File: config.mk
export PLATFORM = sky130hd
export DESIGN_NAME = core_status_option_irq_control
export DESIGN_NICKNAME = d
export VERILOG_FILES = /design/src/design/core_sfr_pkg.sv /design/src/design/alu_flag_unit.sv /design/src/design/core_status_option_irq_control.sv
export SDC_FILE = /design/constraint.sdc
export NUM_CORES = 1
export LEC_CHECK = 0
export ABC_AREA = 1
export BUFFER_PORTS_ARGS = -buffer_cell sky130_fd_sc_hd__buf_4
export CORE_ASPECT_RATIO = 0.7
export CORE_UTILIZATION = 50
export CTS_BUF_LIST = sky130_fd_sc_hd__clkbuf_4
export CTS_CLUSTER_DIAMETER = 30
export CTS_CLUSTER_SIZE = 14
export DETAILED_ROUTE_END_ITERATION = 10
export GPL_TIMING_DRIVEN = 0
export PLACE_DENSITY = 0.83
export SLEW_MARGIN = 25
export SYNTH_ARGS = -nofsm -noshare
export SYNTH_HDL_FRONTEND = slang
export SYNTH_SLANG_ARGS = --single-unit
export TNS_END_PERCENT = 10
File: constraint.sdc
create_clock -name core_clk -period 1.71 [get_ports core_clk]
set_clock_uncertainty 0.1 [all_clocks]
set_input_delay 0.0855 -clock core_clk [delete_from_list [all_inputs] [get_ports core_clk]]
set_output_delay 0.0855 -clock core_clk [all_outputs]
set_load 0.005 [all_outputs]
File: src/design/core_sfr_pkg.sv
// Package with register offsets, field positions, reset values and carrier types.
package core_sfr_pkg;
   localparam logic [7:0] STATUS_OFFSET = 8'h03;
   localparam logic [7:0] IRQ_CONTROL_OFFSET = 8'h0B;
   localparam logic [7:0] OPTION_OFFSET = 8'h81;
   localparam logic [6:0] OFFSET_LOW_MASK = 7'h7F;
   localparam logic [7:0] STATUS_RESET = 8'h18;
   localparam logic [7:0] OPTION_RESET = 8'hFF;
   localparam logic [7:0] IRQ_CONTROL_RESET = 8'h00;
   localparam int BIT_CARRY = 0;
   localparam int BIT_NIBBLE = 1;
   localparam int BIT_ZERO = 2;
   localparam int BIT_SLEEP_N = 3;
   localparam int BIT_WDOG_N = 4;
   localparam int BIT_BANK = 5;
   localparam int BIT_PULLUP_OFF = 7;
   localparam int BIT_EXT_RISE = 6;
   localparam int BIT_CLK_SRC = 5;
   localparam int BIT_EXT_EDGE = 4;
   localparam int BIT_PSC_WDOG = 3;
   localparam int BIT_GLOBAL_EN = 7;
   localparam int BIT_PERIPH_EN = 6;
   localparam int BIT_TOV_EN = 5;
   localparam int BIT_EXT_EN = 4;
   localparam int BIT_PC_EN = 3;
   localparam int BIT_TOV_FLAG = 2;
   localparam int BIT_EXT_FLAG = 1;
   localparam int BIT_PC_FLAG = 0;
   localparam int PIN_COUNT = 6;

   typedef enum logic [2:0] {
      alu_none,
      alu_logic,
      alu_add,
      alu_sub,
      alu_rotate_right,
      alu_rotate_left
   } alu_op_t;

   // Result of the ALU flag stage handed to the register bank.
   typedef struct packed {
      logic zero;
      logic nibble;
      logic carry;
   } alu_flags_t;

   // Register access from the execution core.
   typedef struct packed {
      logic write;
      logic [7:0] addr;
      logic [7:0] data;
   } sfr_access_t;
endpackage

File: src/design/alu_flag_unit.sv
// ALU flag unit that computes zero, nibble carry and carry for one operation.
`timescale 1ns/1ps
module alu_flag_unit
   import core_sfr_pkg::*;
(
   input wire alu_op_t op,
   input wire logic [7:0] operand_a,
   input wire logic [7:0] operand_b,
   input wire logic [7:0] logic_result,
   input wire logic carry_in,
   output logic [7:0] result,
   output alu_flags_t flags,
   output logic affects_zero,
   output logic affects_arith
);
   logic [8:0] full_sum;
   logic [4:0] low_sum;
   logic [7:0] addend;

   // Subtraction adds the two's complement, so carry acts as not-borrow.
   always_comb
   begin
      addend = (op == alu_sub) ? 8'((~operand_b) + 8'h01) : operand_b;
      full_sum = {1'b0, operand_a} + {1'b0, addend};
      low_sum = {1'b0, operand_a[3:0]} + {1'b0, addend[3:0]};
      result = logic_result;
      flags = '0;
      affects_zero = 1'b0;
      affects_arith = 1'b0;
      case (op)
         alu_logic:
         begin
            affects_zero = 1'b1;
         end
         alu_add, alu_sub:
         begin
            result = full_sum[7:0];
            affects_zero = 1'b1;
            affects_arith = 1'b1;
            // Zero subtrahend is forced to carry 1; its 8-bit complement wraps to zero.
            flags.carry = full_sum[8] | ((op == alu_sub) && (operand_b == 8'h00));
            flags.nibble = low_sum[4] | ((op == alu_sub) && (operand_b[3:0] == 4'h0));
         end
         alu_rotate_right:
         begin
            result = {carry_in, operand_a[7:1]};
            flags.carry = operand_a[0];
         end
         alu_rotate_left:
         begin
            result = {operand_a[6:0], carry_in};
            flags.carry = operand_a[7];
         end
         default:
         begin
            result = logic_result;
         end
      endcase
      flags.zero = (result == 8'h00);
   end
endmodule

File: src/design/core_status_option_irq_control.sv
// Status, timer option and interrupt control registers of the core.
`timescale 1ns/1ps
// How it works
// - Bank select bit chooses lower bank 00h-7Fh or upper bank 80h-FFh.
// - Watchdog expiry bit sets on power-up, clear or halt; clears on timeout.
// - Sleep bit sets on power-up or watchdog clear; clears on halt.
// - Zero flag follows whether an operation result is zero.
// - Nibble carry records carry from bit 3; borrow sense in subtraction.
// - Carry records carry from bit 7; borrow sense in subtraction.
// - Subtraction adds the two's complement of the second operand.
// - Rotates load carry with the bit shifted out.
// - Global pull-up off bit disables all pull-ups, else per-pin settings.
// - External interrupt edge follows the rising edge select bit.
// - Timer clocks from the external pin or the instruction cycle clock.
// - External timer edge is falling when edge select is one.
// - Shared prescaler goes to watchdog or timer by assignment bit.
// - Rate n divides timer by 2^(n+1) and watchdog by 2^n.
// - Timer runs undivided only when the prescaler goes to the watchdog.
// - Interrupt flags set regardless of enables.
// - Global enable passes unmasked interrupts; clear blocks all.
// - Peripheral enable gates all peripheral interrupts.
// - Timer rollover sets its flag; timer count is untouched by reset.
// - Any port pin change sets a held flag; mask bit also needed.
// - Flag-affecting writes to status leave flags; reset-cause bits read-only.
module core_status_option_irq_control
   import core_sfr_pkg::*;
#(
   parameter int PINS = PIN_COUNT
)
(
   input wire logic core_clk,
   input wire logic reset_n,
   input wire sfr_access_t access,
   output logic [7:0] read_data,
   input wire alu_op_t alu_op,
   input wire logic [7:0] operand_a,
   input wire logic [7:0] operand_b,
   input wire logic [7:0] logic_result,
   output logic [7:0] alu_result,
   input wire logic watchdog_clear_instr,
   input wire logic low_power_halt_instr,
   input wire logic watchdog_timeout,
   input wire logic instr_cycle_clock,
   input wire logic ext_irq_pin,
   input wire logic timer_ext_clock_pin,
   input wire logic [PINS-1:0] port_pins_5_to_0,
   input wire logic [PINS-1:0] pin_change_mask,
   input wire logic [PINS-1:0] pin_pullup_select,
   input wire logic basic_timer_rollover,
   input wire logic peripheral_irq_pending,
   output logic [PINS-1:0] pullup_enable,
   output logic bank_upper,
   output logic timer_tick,
   output logic watchdog_tick,
   output logic irq_request
);
   logic [7:0] status;
   logic [7:0] option;
   logic [7:0] irq_ctrl;
   logic [7:0] next_status;
   logic [7:0] next_option;
   logic [7:0] next_irq_ctrl;
   logic [7:0] prescaler;
   logic [7:0] next_prescaler;
   logic [2:0] ext_sync;
   logic [2:0] tclk_sync;
   logic [2:0] cyc_sync;
   logic [PINS-1:0] pin_meta;
   logic [PINS-1:0] pin_sync;
   logic [PINS-1:0] pin_last;
   logic [2:0] sync_live;
   alu_flags_t flags;
   logic affects_zero;
   logic affects_arith;
   logic wr_status;
   logic wr_option;
   logic wr_irq;
   logic ext_edge;
   logic tclk_edge;
   logic cyc_edge;
   logic source_tick;
   logic psc_out;
   logic [7:0] rate_mask;

   // Elaboration refuses pin counts that the mask and select ports cannot carry.
   if (PINS < 1 || PINS > 8)
   begin
      $error("PINS must lie between 1 and 8.");
   end

   alu_flag_unit alu_flag_unit_inst (
      .op(alu_op),
      .operand_a(operand_a),
      .operand_b(operand_b),
      .logic_result(logic_result),
      .carry_in(status[BIT_CARRY]),
      .result(alu_result),
      .flags(flags),
      .affects_zero(affects_zero),
      .affects_arith(affects_arith)
   );

   // Status and interrupt control decode only the low seven address bits and appear in both banks; option decodes all eight bits.
   always_comb
   begin
      wr_status = 1'b0;
      wr_option = 1'b0;
      wr_irq = 1'b0;
      read_data = 8'h00;
      if (access.addr[6:0] == (STATUS_OFFSET[6:0] & OFFSET_LOW_MASK))
      begin
         wr_status = access.write;
         read_data = status;
      end
      else if (access.addr[6:0] == IRQ_CONTROL_OFFSET[6:0])
      begin
         wr_irq = access.write;
         read_data = irq_ctrl;
      end
      else if (access.addr == OPTION_OFFSET)
      begin
         wr_option = access.write;
         read_data = option;
      end
   end

   // Pins come from outside the clock domain, so each passes two flops first.
   always_ff @(posedge core_clk or negedge reset_n)
   begin
      if (!reset_n)
      begin
         ext_sync <= 3'h0;
         tclk_sync <= 3'h0;
         cyc_sync <= 3'h0;
         pin_meta <= '0;
         pin_sync <= '0;
         pin_last <= '0;
         sync_live <= 3'h0;
      end
      else
      begin
         ext_sync <= {ext_sync[1:0], ext_irq_pin};
         tclk_sync <= {tclk_sync[1:0], timer_ext_clock_pin};
         cyc_sync <= {cyc_sync[1:0], instr_cycle_clock};
         pin_meta <= port_pins_5_to_0;
         pin_sync <= pin_meta;
         pin_last <= pin_sync;
         sync_live <= {sync_live[1:0], 1'b1};
      end
   end

   // Edge detection reads only the second and third stages.
   always_comb
   begin
      if (option[BIT_EXT_RISE])
      begin
         ext_edge = ext_sync[1] & ~ext_sync[2];
      end
      else
      begin
         ext_edge = ~ext_sync[1] & ext_sync[2];
      end
      if (option[BIT_EXT_EDGE])
      begin
         tclk_edge = ~tclk_sync[1] & tclk_sync[2];
      end
      else
      begin
         tclk_edge = tclk_sync[1] & ~tclk_sync[2];
      end
      // Stages may differ until they fill after reset, so no edge counts before then.
      ext_edge = ext_edge & sync_live[2];
      tclk_edge = tclk_edge & sync_live[2];
      cyc_edge = cyc_sync[1] & ~cyc_sync[2] & sync_live[2];
      source_tick = option[BIT_CLK_SRC] ? tclk_edge : cyc_edge;
   end

   // One shared ripple prescaler; its input is the timer source or the cycle clock.
   always_comb
   begin
      rate_mask = 8'((9'h002 << option[2:0]) - 9'h001);
      next_prescaler = prescaler;
      psc_out = 1'b0;
      if (option[BIT_PSC_WDOG])
      begin
         // Watchdog divides by 2^n, so mask is one bit shorter.
         if (cyc_edge)
         begin
            next_prescaler = 8'(prescaler + 8'h01);
            psc_out = ((prescaler & (rate_mask >> 1)) == (rate_mask >> 1));
         end
         timer_tick = source_tick;
         watchdog_tick = psc_out;
      end
      else
      begin
         if (source_tick)
         begin
            next_prescaler = 8'(prescaler + 8'h01);
            psc_out = ((prescaler & rate_mask) == rate_mask);
         end
         timer_tick = psc_out;
         watchdog_tick = cyc_edge;
      end
      if (wr_option)
      begin
         // Reassigning the prescaler restarts its count to avoid a stray tick.
         next_prescaler = 8'h00;
      end
   end

   // Status, option and interrupt control next values.
   always_comb
   begin
      next_status = status;
      next_option = option;
      next_irq_ctrl = irq_ctrl;
      if (wr_status)
      begin
         next_status[7:5] = access.data[7:5];
         if (!affects_zero)
         begin
            next_status[BIT_ZERO] = access.data[BIT_ZERO];
         end
         if (!affects_arith && alu_op != alu_rotate_left && alu_op != alu_rotate_right)
         begin
            next_status[1:0] = access.data[1:0];
         end
      end
      if (affects_zero)
      begin
         next_status[BIT_ZERO] = flags.zero;
      end
      if (affects_arith)
      begin
         next_status[BIT_NIBBLE] = flags.nibble;
         next_status[BIT_CARRY] = flags.carry;
      end
      if (alu_op == alu_rotate_left || alu_op == alu_rotate_right)
      begin
         next_status[BIT_CARRY] = flags.carry;
      end
      if (watchdog_clear_instr)
      begin
         next_status[BIT_WDOG_N] = 1'b1;
         next_status[BIT_SLEEP_N] = 1'b1;
      end
      else if (low_power_halt_instr)
      begin
         next_status[BIT_WDOG_N] = 1'b1;
         next_status[BIT_SLEEP_N] = 1'b0;
      end
      if (watchdog_timeout)
      begin
         next_status[BIT_WDOG_N] = 1'b0;
      end
      if (wr_option)
      begin
         next_option = access.data;
      end
      if (wr_irq)
      begin
         next_irq_ctrl = access.data;
      end
      // Hardware sets win over a same-cycle software clear.
      if (basic_timer_rollover)
      begin
         next_irq_ctrl[BIT_TOV_FLAG] = 1'b1;
      end
      if (ext_edge)
      begin
         next_irq_ctrl[BIT_EXT_FLAG] = 1'b1;
      end
      if (sync_live[2] && ((pin_sync & pin_change_mask) != (pin_last & pin_change_mask)))
      begin
         next_irq_ctrl[BIT_PC_FLAG] = 1'b1;
      end
   end

   // Registers only; the timer count itself lives outside and keeps its value.
   always_ff @(posedge core_clk or negedge reset_n)
   begin
      if (!reset_n)
      begin
         status <= STATUS_RESET;
         option <= OPTION_RESET;
         irq_ctrl <= IRQ_CONTROL_RESET;
         prescaler <= 8'h00;
      end
      else
      begin
         status <= next_status;
         option <= next_option;
         irq_ctrl <= next_irq_ctrl;
         prescaler <= next_prescaler;
      end
   end

   // Outward controls and the combined interrupt request.
   always_comb
   begin
      bank_upper = status[BIT_BANK];
      pullup_enable = option[BIT_PULLUP_OFF] ? '0 : pin_pullup_select;
      irq_request = irq_ctrl[BIT_GLOBAL_EN] & (
         (irq_ctrl[BIT_TOV_EN] & irq_ctrl[BIT_TOV_FLAG]) |
         (irq_ctrl[BIT_EXT_EN] & irq_ctrl[BIT_EXT_FLAG]) |
         (irq_ctrl[BIT_PC_EN] & irq_ctrl[BIT_PC_FLAG]) |
         (irq_ctrl[BIT_PERIPH_EN] & peripheral_irq_pending));
   end
endmodule

After elaboration in Yosys (flattened, before gate mapping)
Index checks and enable logic that the tools add are counted.
- word-level logic and storage cells: 133
- input port bits: 72
- output and inout bits: 26
- flip-flop bits (word level): 62
- multiplexer cells: 40
- bitwise operators: 28
- equality and inequality tests: 14
- $add $sub $neg: 5
- shift operators: 1
- reductions and logical operators: 26
- operator list (cell ; count):
    2-to-1 mux 8 bit ; 8
    one-hot mux 8 bit (3 select lines) ; 1
    2-to-1 mux 1 bit ; 23
    adder 8 x 1 -> 8 bit, second input constant ; 2
    zero test 8 bit ; 2
    nonzero test 2 bit ; 7
    AND 1 bit ; 13
    AND 6 bit ; 2
    nonzero test 3 bit ; 4
    adder 8 x 8 -> 9 bit ; 1
    AND 8 x 7 -> 8 bit ; 1
    AND 8 bit ; 1
    equality test 8 x 7 -> 1 bit ; 1
    equality test 8 bit ; 1
    equality test 8 bit, second input constant ; 1
    2-to-1 mux 2 bit ; 4
    inverter 8 bit ; 1
    << shifter 2 x 3 -> 8 bit, first input constant ; 1
    subtractor 8 x 1 -> 8 bit, second input constant ; 1
    equality test 7 x 2 -> 1 bit, second input constant ; 1
    equality test 7 x 4 -> 1 bit, second input constant ; 1
    equality test 3 x 2 -> 1 bit, second input constant ; 2
    equality test 3 bit, second input constant ; 2
    2-to-1 mux 3 bit ; 2
    other kinds (16) ; 31

Depth between registers and ports, before layout
Gate-level depths: netlist of run 1.
- depth in word-level cells: 10
- depth in mapped cells: 20
- mapped depth without buffers: 20

Hierarchy
Synthesis of run 1 repeated with hierarchy kept, for this count alone.
- cells, all modules: 550
- area total of the unflattened synthesis: 3962.6 µm²
- modules (own cells, without submodules) (module ; instances ; area each (µm²) ; cells each ; sequential area each (µm²)):
    core_status_option_irq_control ; 1 ; 3006.6 ; 369 ; 1564.0
    alu_flag_unit ; 1 ; 955.9 ; 181 ; 0.0

Least setup slack after synthesis of run 1
No wires, ideal clock.
- path kind: input port to flip-flop
- start point: input alu_op[2]
- end point: register status[2]
- stages: 15
- data required time: 1.537 ns
- library setup time: 0.073 ns
- setup slack: -0.361 ns
- buffers on the path: 1
- arrival: 1.898 ns
- cells stage by stage: buf_2 -> nor3_4 -> o21ai_0 -> fa_1 -> inv_1 -> nand2_1 -> nand3_1 -> nand3_1 -> nand2_1 -> nand2_1 -> nor2_1 -> nand2_1 -> nor2_1 -> nand4_1 -> a21oi_2
- cells in the longest elaborated chain, start to end: 6
- elaborated cells between the ends (all ways): 16
- classes of those cells: add/sub (1); eq/ne (5); mux (6); reduce/logical (4)
- RTL lines (item ; RTL line ; RTL):
    from (decl) ; core_status_option_irq_control.sv:35 ; input wire alu_op_t alu_op,
    equality test 3 x 2 -> 1 bit ; alu_flag_unit.sv:23, alu_flag_unit.sv:30 ;
    2-to-1 mux 8 bit ; alu_flag_unit.sv:23 ; addend = (op == alu_sub) ? 8'((~operand_b) + 8'h01) : operand_b;
    adder 8 x 8 -> 9 bit ; alu_flag_unit.sv:24 ; full_sum = {1'b0, operand_a} + {1'b0, addend};
    one-hot mux 8 bit (3 select lines) (*) ; alu_flag_unit.sv:30 ; case (op)
    net alu_result[2] ; core_status_option_irq_control.sv:39 ; output logic [7:0] alu_result,
    zero test 8 bit (*) ; alu_flag_unit.sv:59 ; flags.zero = (result == 8'h00);
    2-to-1 mux 1 bit (*) ; core_status_option_irq_control.sv:230 ; if (affects_zero)
    to (signal assigned) ; core_status_option_irq_control.sv:292 ; status <= next_status;
    to (decl) ; core_status_option_irq_control.sv:57 ; logic [7:0] status;
The timed path passes the listed nets; every way through them passes the cells marked *. The select of a mux whose other input is x is not followed.
A chain may end at the register's enable or synchronous reset.

Worst setup path in the final report of run 1
- start point: input alu_op[2]
- end point: output alu_result[5]
- cells in the longest elaborated chain, start to end: 4
- elaborated cells between the ends (all ways): 8
- classes of those cells: add/sub (1); eq/ne (4); mux (2); reduce/logical (1)
- RTL lines (item ; RTL line):
    equality test 3 x 2 -> 1 bit ; alu_flag_unit.sv:23, alu_flag_unit.sv:30
    2-to-1 mux 8 bit ; alu_flag_unit.sv:23
    adder 8 x 8 -> 9 bit ; alu_flag_unit.sv:24
    one-hot mux 8 bit (3 select lines) (*) ; alu_flag_unit.sv:30
    to (decl) ; core_status_option_irq_control.sv:39
Every way passes the cells marked *; elsewhere a longest branch is shown, timed or not.

==> impl_metrics.toml, run 1 <==
[yosys]
ys_warn_count = 0
synthTopCellsByArea = "dfrtp_1 35%, nand2_1 11%, inv_1 8.9%"
synthTopCellsByCount = "111 x nand2_1, 89 x inv_1, 52 x dfrtp_1"
netlist_instances = 497
synth_area_per_cell_um2 = 7.51
synth_most_common_cell = "nand2_1"
synth-edff-count = 0
synth_nets = 584
synth-async-reset-ratio_pct = 100
synth_area_leader_cell = "dfrtp_1"
synth-seq-cells = 62
yosysTopAreaCellShare_pct = 34.8
synth-seq-area-share_pct = 41.9
synthDistinctLibCells = 37
synthFlopType = "dfrtp_1"
netlist_area_um2 = 3730

[setup_path]
crit_path_frequent_cell = "nand2_1"
critPathArrivalTime_ps = 2100
r2r_cells = 9
startpoint_type = "primary input"
worst-r2r-setup-slack_ps = -30
end_kind = "primary output"
crit-reg2reg-launch = "option[4]"
worst-setup-path-type = "in2out"
worstPathCellList = "buf_8, buf_8, nor3_4, buf_12, nand2_4, xor2_1, ha_1, nand2_2, nor2_1, nand2_1, nand3_1, nand2_1, nand3_1, nand2_1, nand2_2, inv_2, buf_6"
crit_required_ps = 1520
cp_max_fo = 7
r2r_end = "prescaler[1]"
crit_slowest_cell = "ha_1"
slowest_delay_ps = 370

[die]
die_w_um = 105
initial_core_util_pct = 53.5
core_area_um2 = 6980
ioPinCount = 98
rows = 25
die-area_um2 = 7820
die_y_um = 74.3

[place]
gp_congestion = 0.955
place.port_buffers = 97
place_hpwl_um = 7980

[detailed_routing]
drc = 0
wirelength_um = 11800
via_per_inst = 5.41
wl_per_cell_um = 15.9
drt_iter0_markers = 366
num_vias = 4027
first_pass_iters = 5
ant_nets = 0

[cells_and_area]
drive_above_1_share_pct = 31.8
fillerInstances = 464
diodes = 0
layout.nets = 732
fin_util_pct = 77.3
synthToLayoutAreaGrowth_pct = 44.5

[min_path]
whs_path_depth = 5
hp-class = "in2reg"
hp-start = "pin_change_mask[2]"
whs_endpoint = "irq_ctrl[0]"

[clocking]
tritoncts = "yes"
insertion_delay_ps = 430
cts_buffers = 9
clk_pin_slew_ps = 110
htree_levels = 3
cts_buffer_depth = 2
cts_sinks = 62
clock-root-buffer = "clkbuf_4"

[timing]
rsz0062_at_grt = "yes"
timing.setup.tns_ps = -4640
fmax_mhz = 438
worst_slew_pin_slew_ps = 881
slew_violations = 0
slew_headroom_pct = 40.7
whs_ps = 12.9
finalCritPeriodShare_pct = 133
final-hold-violation-count = 0
setup-violations-final = 19
fin_crit_ps = 2280
setup_ws_ps = -572

[grt]
grt_max_degree = 63
globalRouteOverflowTotal = 0
antenna_found_initial = 0
grt_pass1_vias = 3733
track_usage_pct = 30.7
grt_pass1_wl_um = 18000

[flow_run]
maxCapViolations = 0

[power_and_ir_drop]
ir_drop_v = 0.000800
power_per_cell_area_nw_per_um2 = 783
leakagePower_uw = 0.00274
finalPower_uw = 4230

[outcome]
violations = "setup timing"
run_status = "finished, violations left"
[flip-flops by register name, summed over array words and instances, names as in the netlist]
register,count
cyc_sync,3
ext_sync,3
irq_ctrl,8
option,8
pin_last,6
pin_meta,6
pin_sync,6
prescaler,8
status,8
sync_live,3
tclk_sync,3
[logic make-up (layout without fill, tap and decap cells)]
family          after synthesis  in the layout  share of synthesized area (%)
compound gates               87             87                           13.5
xor+xnor                     11             11                           2.58
fa+ha+maj                    15             15                           5.23
buf+inv                      98            251                           10.2
flops                        62             62                           41.9
other cells                   1              1                          0.100
simple gates                223            223                           26.5
[stage by stage]
stage | setup WS, ps | instance area (um2) | std cells
after floorplan | -220 | 3760 | 497
after global placement | -775 | 4610 | 688
after detailed placement | -799 | 4610 | 688
after CTS | -521 | 5220 | 738
after global routing | -695 | 5400 | 744
final | -572 | 5400 | 744
[worst max path at each step]
stage	startpoint	to	slack, ps	cells past startpoint
floorplan	alu_op[2]	status[0]	-220	18
global placement	alu_op[2]	status[2]	-770	17
detailed placement	alu_op[2]	status[2]	-800	17
CTS	operand_b[1]	alu_result[7]	-520	19
global route	alu_op[2]	alu_result[5]	-700	18
finish	alu_op[2]	alu_result[5]	-570	17
[layout make-up]
| class | count | area, um2 | area share [%] |
|---|---|---|---|
| Clock inverter | 7 | 128 | 2.37 |
| Clock buffer | 9 | 67.6 | 1.25 |
| Sequential cell | 62 | 1560 | 29.0 |
| Buffer | 9 | 66.3 | 1.23 |
| Tap cell | 94 | 118 | 2.18 |
| Multi-Input combinational cell | 337 | 1980 | 36.6 |
| Inverter | 89 | 345 | 6.40 |
| Timing Repair Buffer | 137 | 1130 | 21.0 |
[metal layers]
metal | up-vias | routed length [um] | track usage (%)
met5 | - | 0 | 0
met4 | 0 | 312 | 12.5
met3 | 47 | 1110 | 7.36
met2 | 229 | 5500 | 52.1
met1 | 1850 | 4870 | 38.7
li1 | 1901 | - | -
[worst max-delay path: cells and delay by family]
kind | cells | cell delay (ps)
AND/OR/NAND/NOR | 10 | 980
adder cells (fa/ha/maj) | 1 | 370
XOR/XNOR | 1 | 160
buffers and inverters | 5 | 500
[what timing repair did]
action                                  in CTS  in global routing
endpoints found under the setup margin      21                 26
pin swaps                                   13                 22
buffers inserted                             7                  6
hold buffers                                27                  0
gates resized for setup                     25                 42
hold endpoints to repair                    85                  0
[cells in the final DEF, fill, tap and decap left out, types with 4 or more instances in the layout]
master,instances
clkbuf_4,10
dlygate4sd3_1,27
nor3_1,7
inv_1,80
nand3_1,29
nand2_1,98
nand4_1,10
or2_2,6
nor2_1,40
o21ai_2,4
xor2_1,9
dfrtp_1,52
buf_6,6
nand2_4,4
a21oi_2,5
o21ai_0,34
nand2_2,13
o221ai_1,4
inv_2,5
a21oi_1,23
nand3_2,4
dfstp_2,10
buf_4,104
ha_1,10
[report_power, final]
group / total (uW) / switching (uW) / internal (uW)
sequential: 1710 / 111 / 1600
combinational: 1120 / 599 / 526
clock: 1390 / 626 / 765
Note: power is estimated with default switching activity, not from simulation.
==> inputs of run 2 (changes only) <==
--- a/config.mk
+++ b/config.mk
@@ -14,7 +14,7 @@
 export CTS_CLUSTER_SIZE = 14
 export DETAILED_ROUTE_END_ITERATION = 10
 export GPL_TIMING_DRIVEN = 0
-export PLACE_DENSITY = 0.83
+export PLACE_DENSITY_LB_ADDON = 0.1
 export SLEW_MARGIN = 25
 export SYNTH_ARGS = -nofsm -noshare
 export SYNTH_HDL_FRONTEND = slang
==> impl_metrics.toml, run 2 (synthesis gave the netlist of run 1 again) <==
[clocking]
cts_sinks = 62
cts_buffer_depth = 2
htree_levels = 3
clk_pin_slew_ps = 110
insertion_delay_ps = 420
tritoncts = "yes"
cts_buffers = 9
clock-root-buffer = "clkbuf_4"

[setup_path]
worstPathCellList = "buf_8, buf_8, nor3_4, buf_12, nand2_4, xor2_1, inv_1, ha_4, nand2_2, nor2_2, nand2_2, nand3_2, nand2_2, nand3_2, nand2_2, nand2_2, inv_2, buf_6"
slowest_delay_ps = 330
r2r_end = "prescaler[1]"
r2r_cells = 9
crit-reg2reg-launch = "option[4]"
worst-r2r-setup-slack_ps = -110
critPathArrivalTime_ps = 2050
crit_path_frequent_cell = "nand2_2"
cp_max_fo = 7
worst-setup-path-type = "in2out"
critPathLaunch = "alu_op[2]"
crit_buf_inv = 6
crit_slowest_cell = "ha_4"
crit_required_ps = 1520
path_delay_family = "simple AND/OR/NAND/NOR gates"
end_kind = "primary output"
startpoint_type = "primary input"

[power_and_ir_drop]
p_clk_share_pct = 29.2
power_frac_seq_pct = 42.1
p_comb_share_pct = 28.7
power_per_cell_area_nw_per_um2 = 736
leakagePower_uw = 0.00275
internal-power_uw = 2750
switching_power_uw = 1300
finalPower_uw = 4050
ir_drop_v = 0.000644
netSwitchingFraction_pct = 32.0

[die]
ioPinCount = 98
die_y_um = 74.3
initial_core_util_pct = 53.5
die-area_um2 = 7820
rows = 25
core_area_um2 = 6980
die_w_um = 105

[place]
place_hpwl_um = 7500
place.port_buffers = 97
gp_congestion = 0.900
dp.cells = 688

[grt]
track_usage_pct = 27.6
grt_max_degree = 63
globalRouteOverflowTotal = 0
antenna_found_initial = 0
grt_pass1_wl_um = 16600
grt_pass1_vias = 3482

[cells_and_area]
drive_above_1_share_pct = 34.9
layout.nets = 736
synthToLayoutAreaGrowth_pct = 47.4
fin_cells = 748
ff_latch_area_um2 = 1560
fillerInstances = 504
layout_commonest_cell = "buf_4"
diodes = 0
final_cell_mix = "106 x buf_4, 89 x nand2_1, 80 x inv_1, 52 x dfrtp_1, 39 x nor2_1"
multi_input_area_um2 = 2070

[timing]
slew_headroom_pct = 49.7
worst_slew_pin_slew_ps = 755
final-hold-violation-count = 0
finalCritPeriodShare_pct = 131
fmax_mhz = 446
fin_crit_ps = 2240
rsz0062_at_grt = "yes"
whs_ps = 15.8
setup-violations-final = 18
setup_ws_ps = -530
slew_violations = 0

[flow_run]
maxCapViolations = 0

[detailed_routing]
wirelength_um = 10700
wl_per_cell_um = 14.4
num_vias = 3914
via_per_inst = 5.23
drc = 0
drt_iter0_markers = 212
ant_nets = 0
first_pass_iters = 5

[outcome]
violations = "setup timing"
run_status = "finished, violations left"

[min_path]
whs_path_depth = 5
hp-start = "access[16]"
hp-class = "in2reg"
whs_endpoint = "status[1]"
==> run 2: cell count changes in the layout (fill, tap and decap cells not counted), moves of 3 or more <==
cell	before	now
ha_1	10	7
ha_4	3	6
nand2_1	98	89
nand2_2	13	21
nand3_1	29	24
nand3_2	4	9
==> run 2: worst max-delay path by stage <==
stage                                to  slack, ps  depth (start not counted)
after floorplan               status[0]       -220                         18
after global placement        status[2]       -750                         17
after detailed placement      status[2]       -850                         17
after CTS                 alu_result[7]       -500                         19
after global routing      alu_result[5]       -650                         18
final                     alu_result[6]       -530                         18
==> run 2: final cells by class <==
class / count / share of cell area [%]
buffer: 9 / 1.16
clock buffer: 9 / 1.23
clock inverter: 7 / 1.77
inverter: 89 / 6.27
multi-input combinational: 337 / 37.7
sequential: 62 / 28.4
tap: 94 / 2.14
timing repair buffer: 141 / 21.4
==> run 2: power groups by stage <==
stage	sequential, uW	combinational [uW]	clock [uW]
after floorplan	1700	560	0
after global placement	1720	890	0
after detailed placement	1730	914	0
after CTS	1700	1010	1200
after global routing	1720	1290	1260
final	1710	1160	1180
==> run 2: timing repair <==
| action | 4_1_cts | 5_1_grt |
|---|---|---|
| setup buffers | 9 | 8 |
| pin swaps | 18 | 41 |
| resized for setup | 29 | 61 |
| hold endpoints to repair | 85 | 0 |
| cloned | 0 | 0 |
| hold buffers | 27 | 0 |
| endpoints found under the setup margin | 20 | 25 |
==> run 2: worst min-delay path: cells and delay by family <==
kind	cells	cell delay, ps
simple gates	2	160
compound gates	2	100
buf+inv	1	150
==> run 2: stage by stage <==
stage	util, %	setup WS, ps	setup TNS, ps	area, um2
floorplan	-	-220	-635	3760
global placement	66.1	-749	-5260	4610
detailed placement	66.1	-850	-6680	4610
CTS	74.7	-505	-3870	5210
global route	78.9	-651	-7130	5510
finish	78.9	-530	-5030	5510
==> run 2: metal layers <==
layer,track usage [%],vias up,wire (um),share of wire (%)
met5,0,-,0,0
met4,8.29,0,131,1.2
met3,5.43,16,889,8.3
met2,44.5,177,4870,45
met1,38.4,1814,4850,45
li1,-,1907,-,-
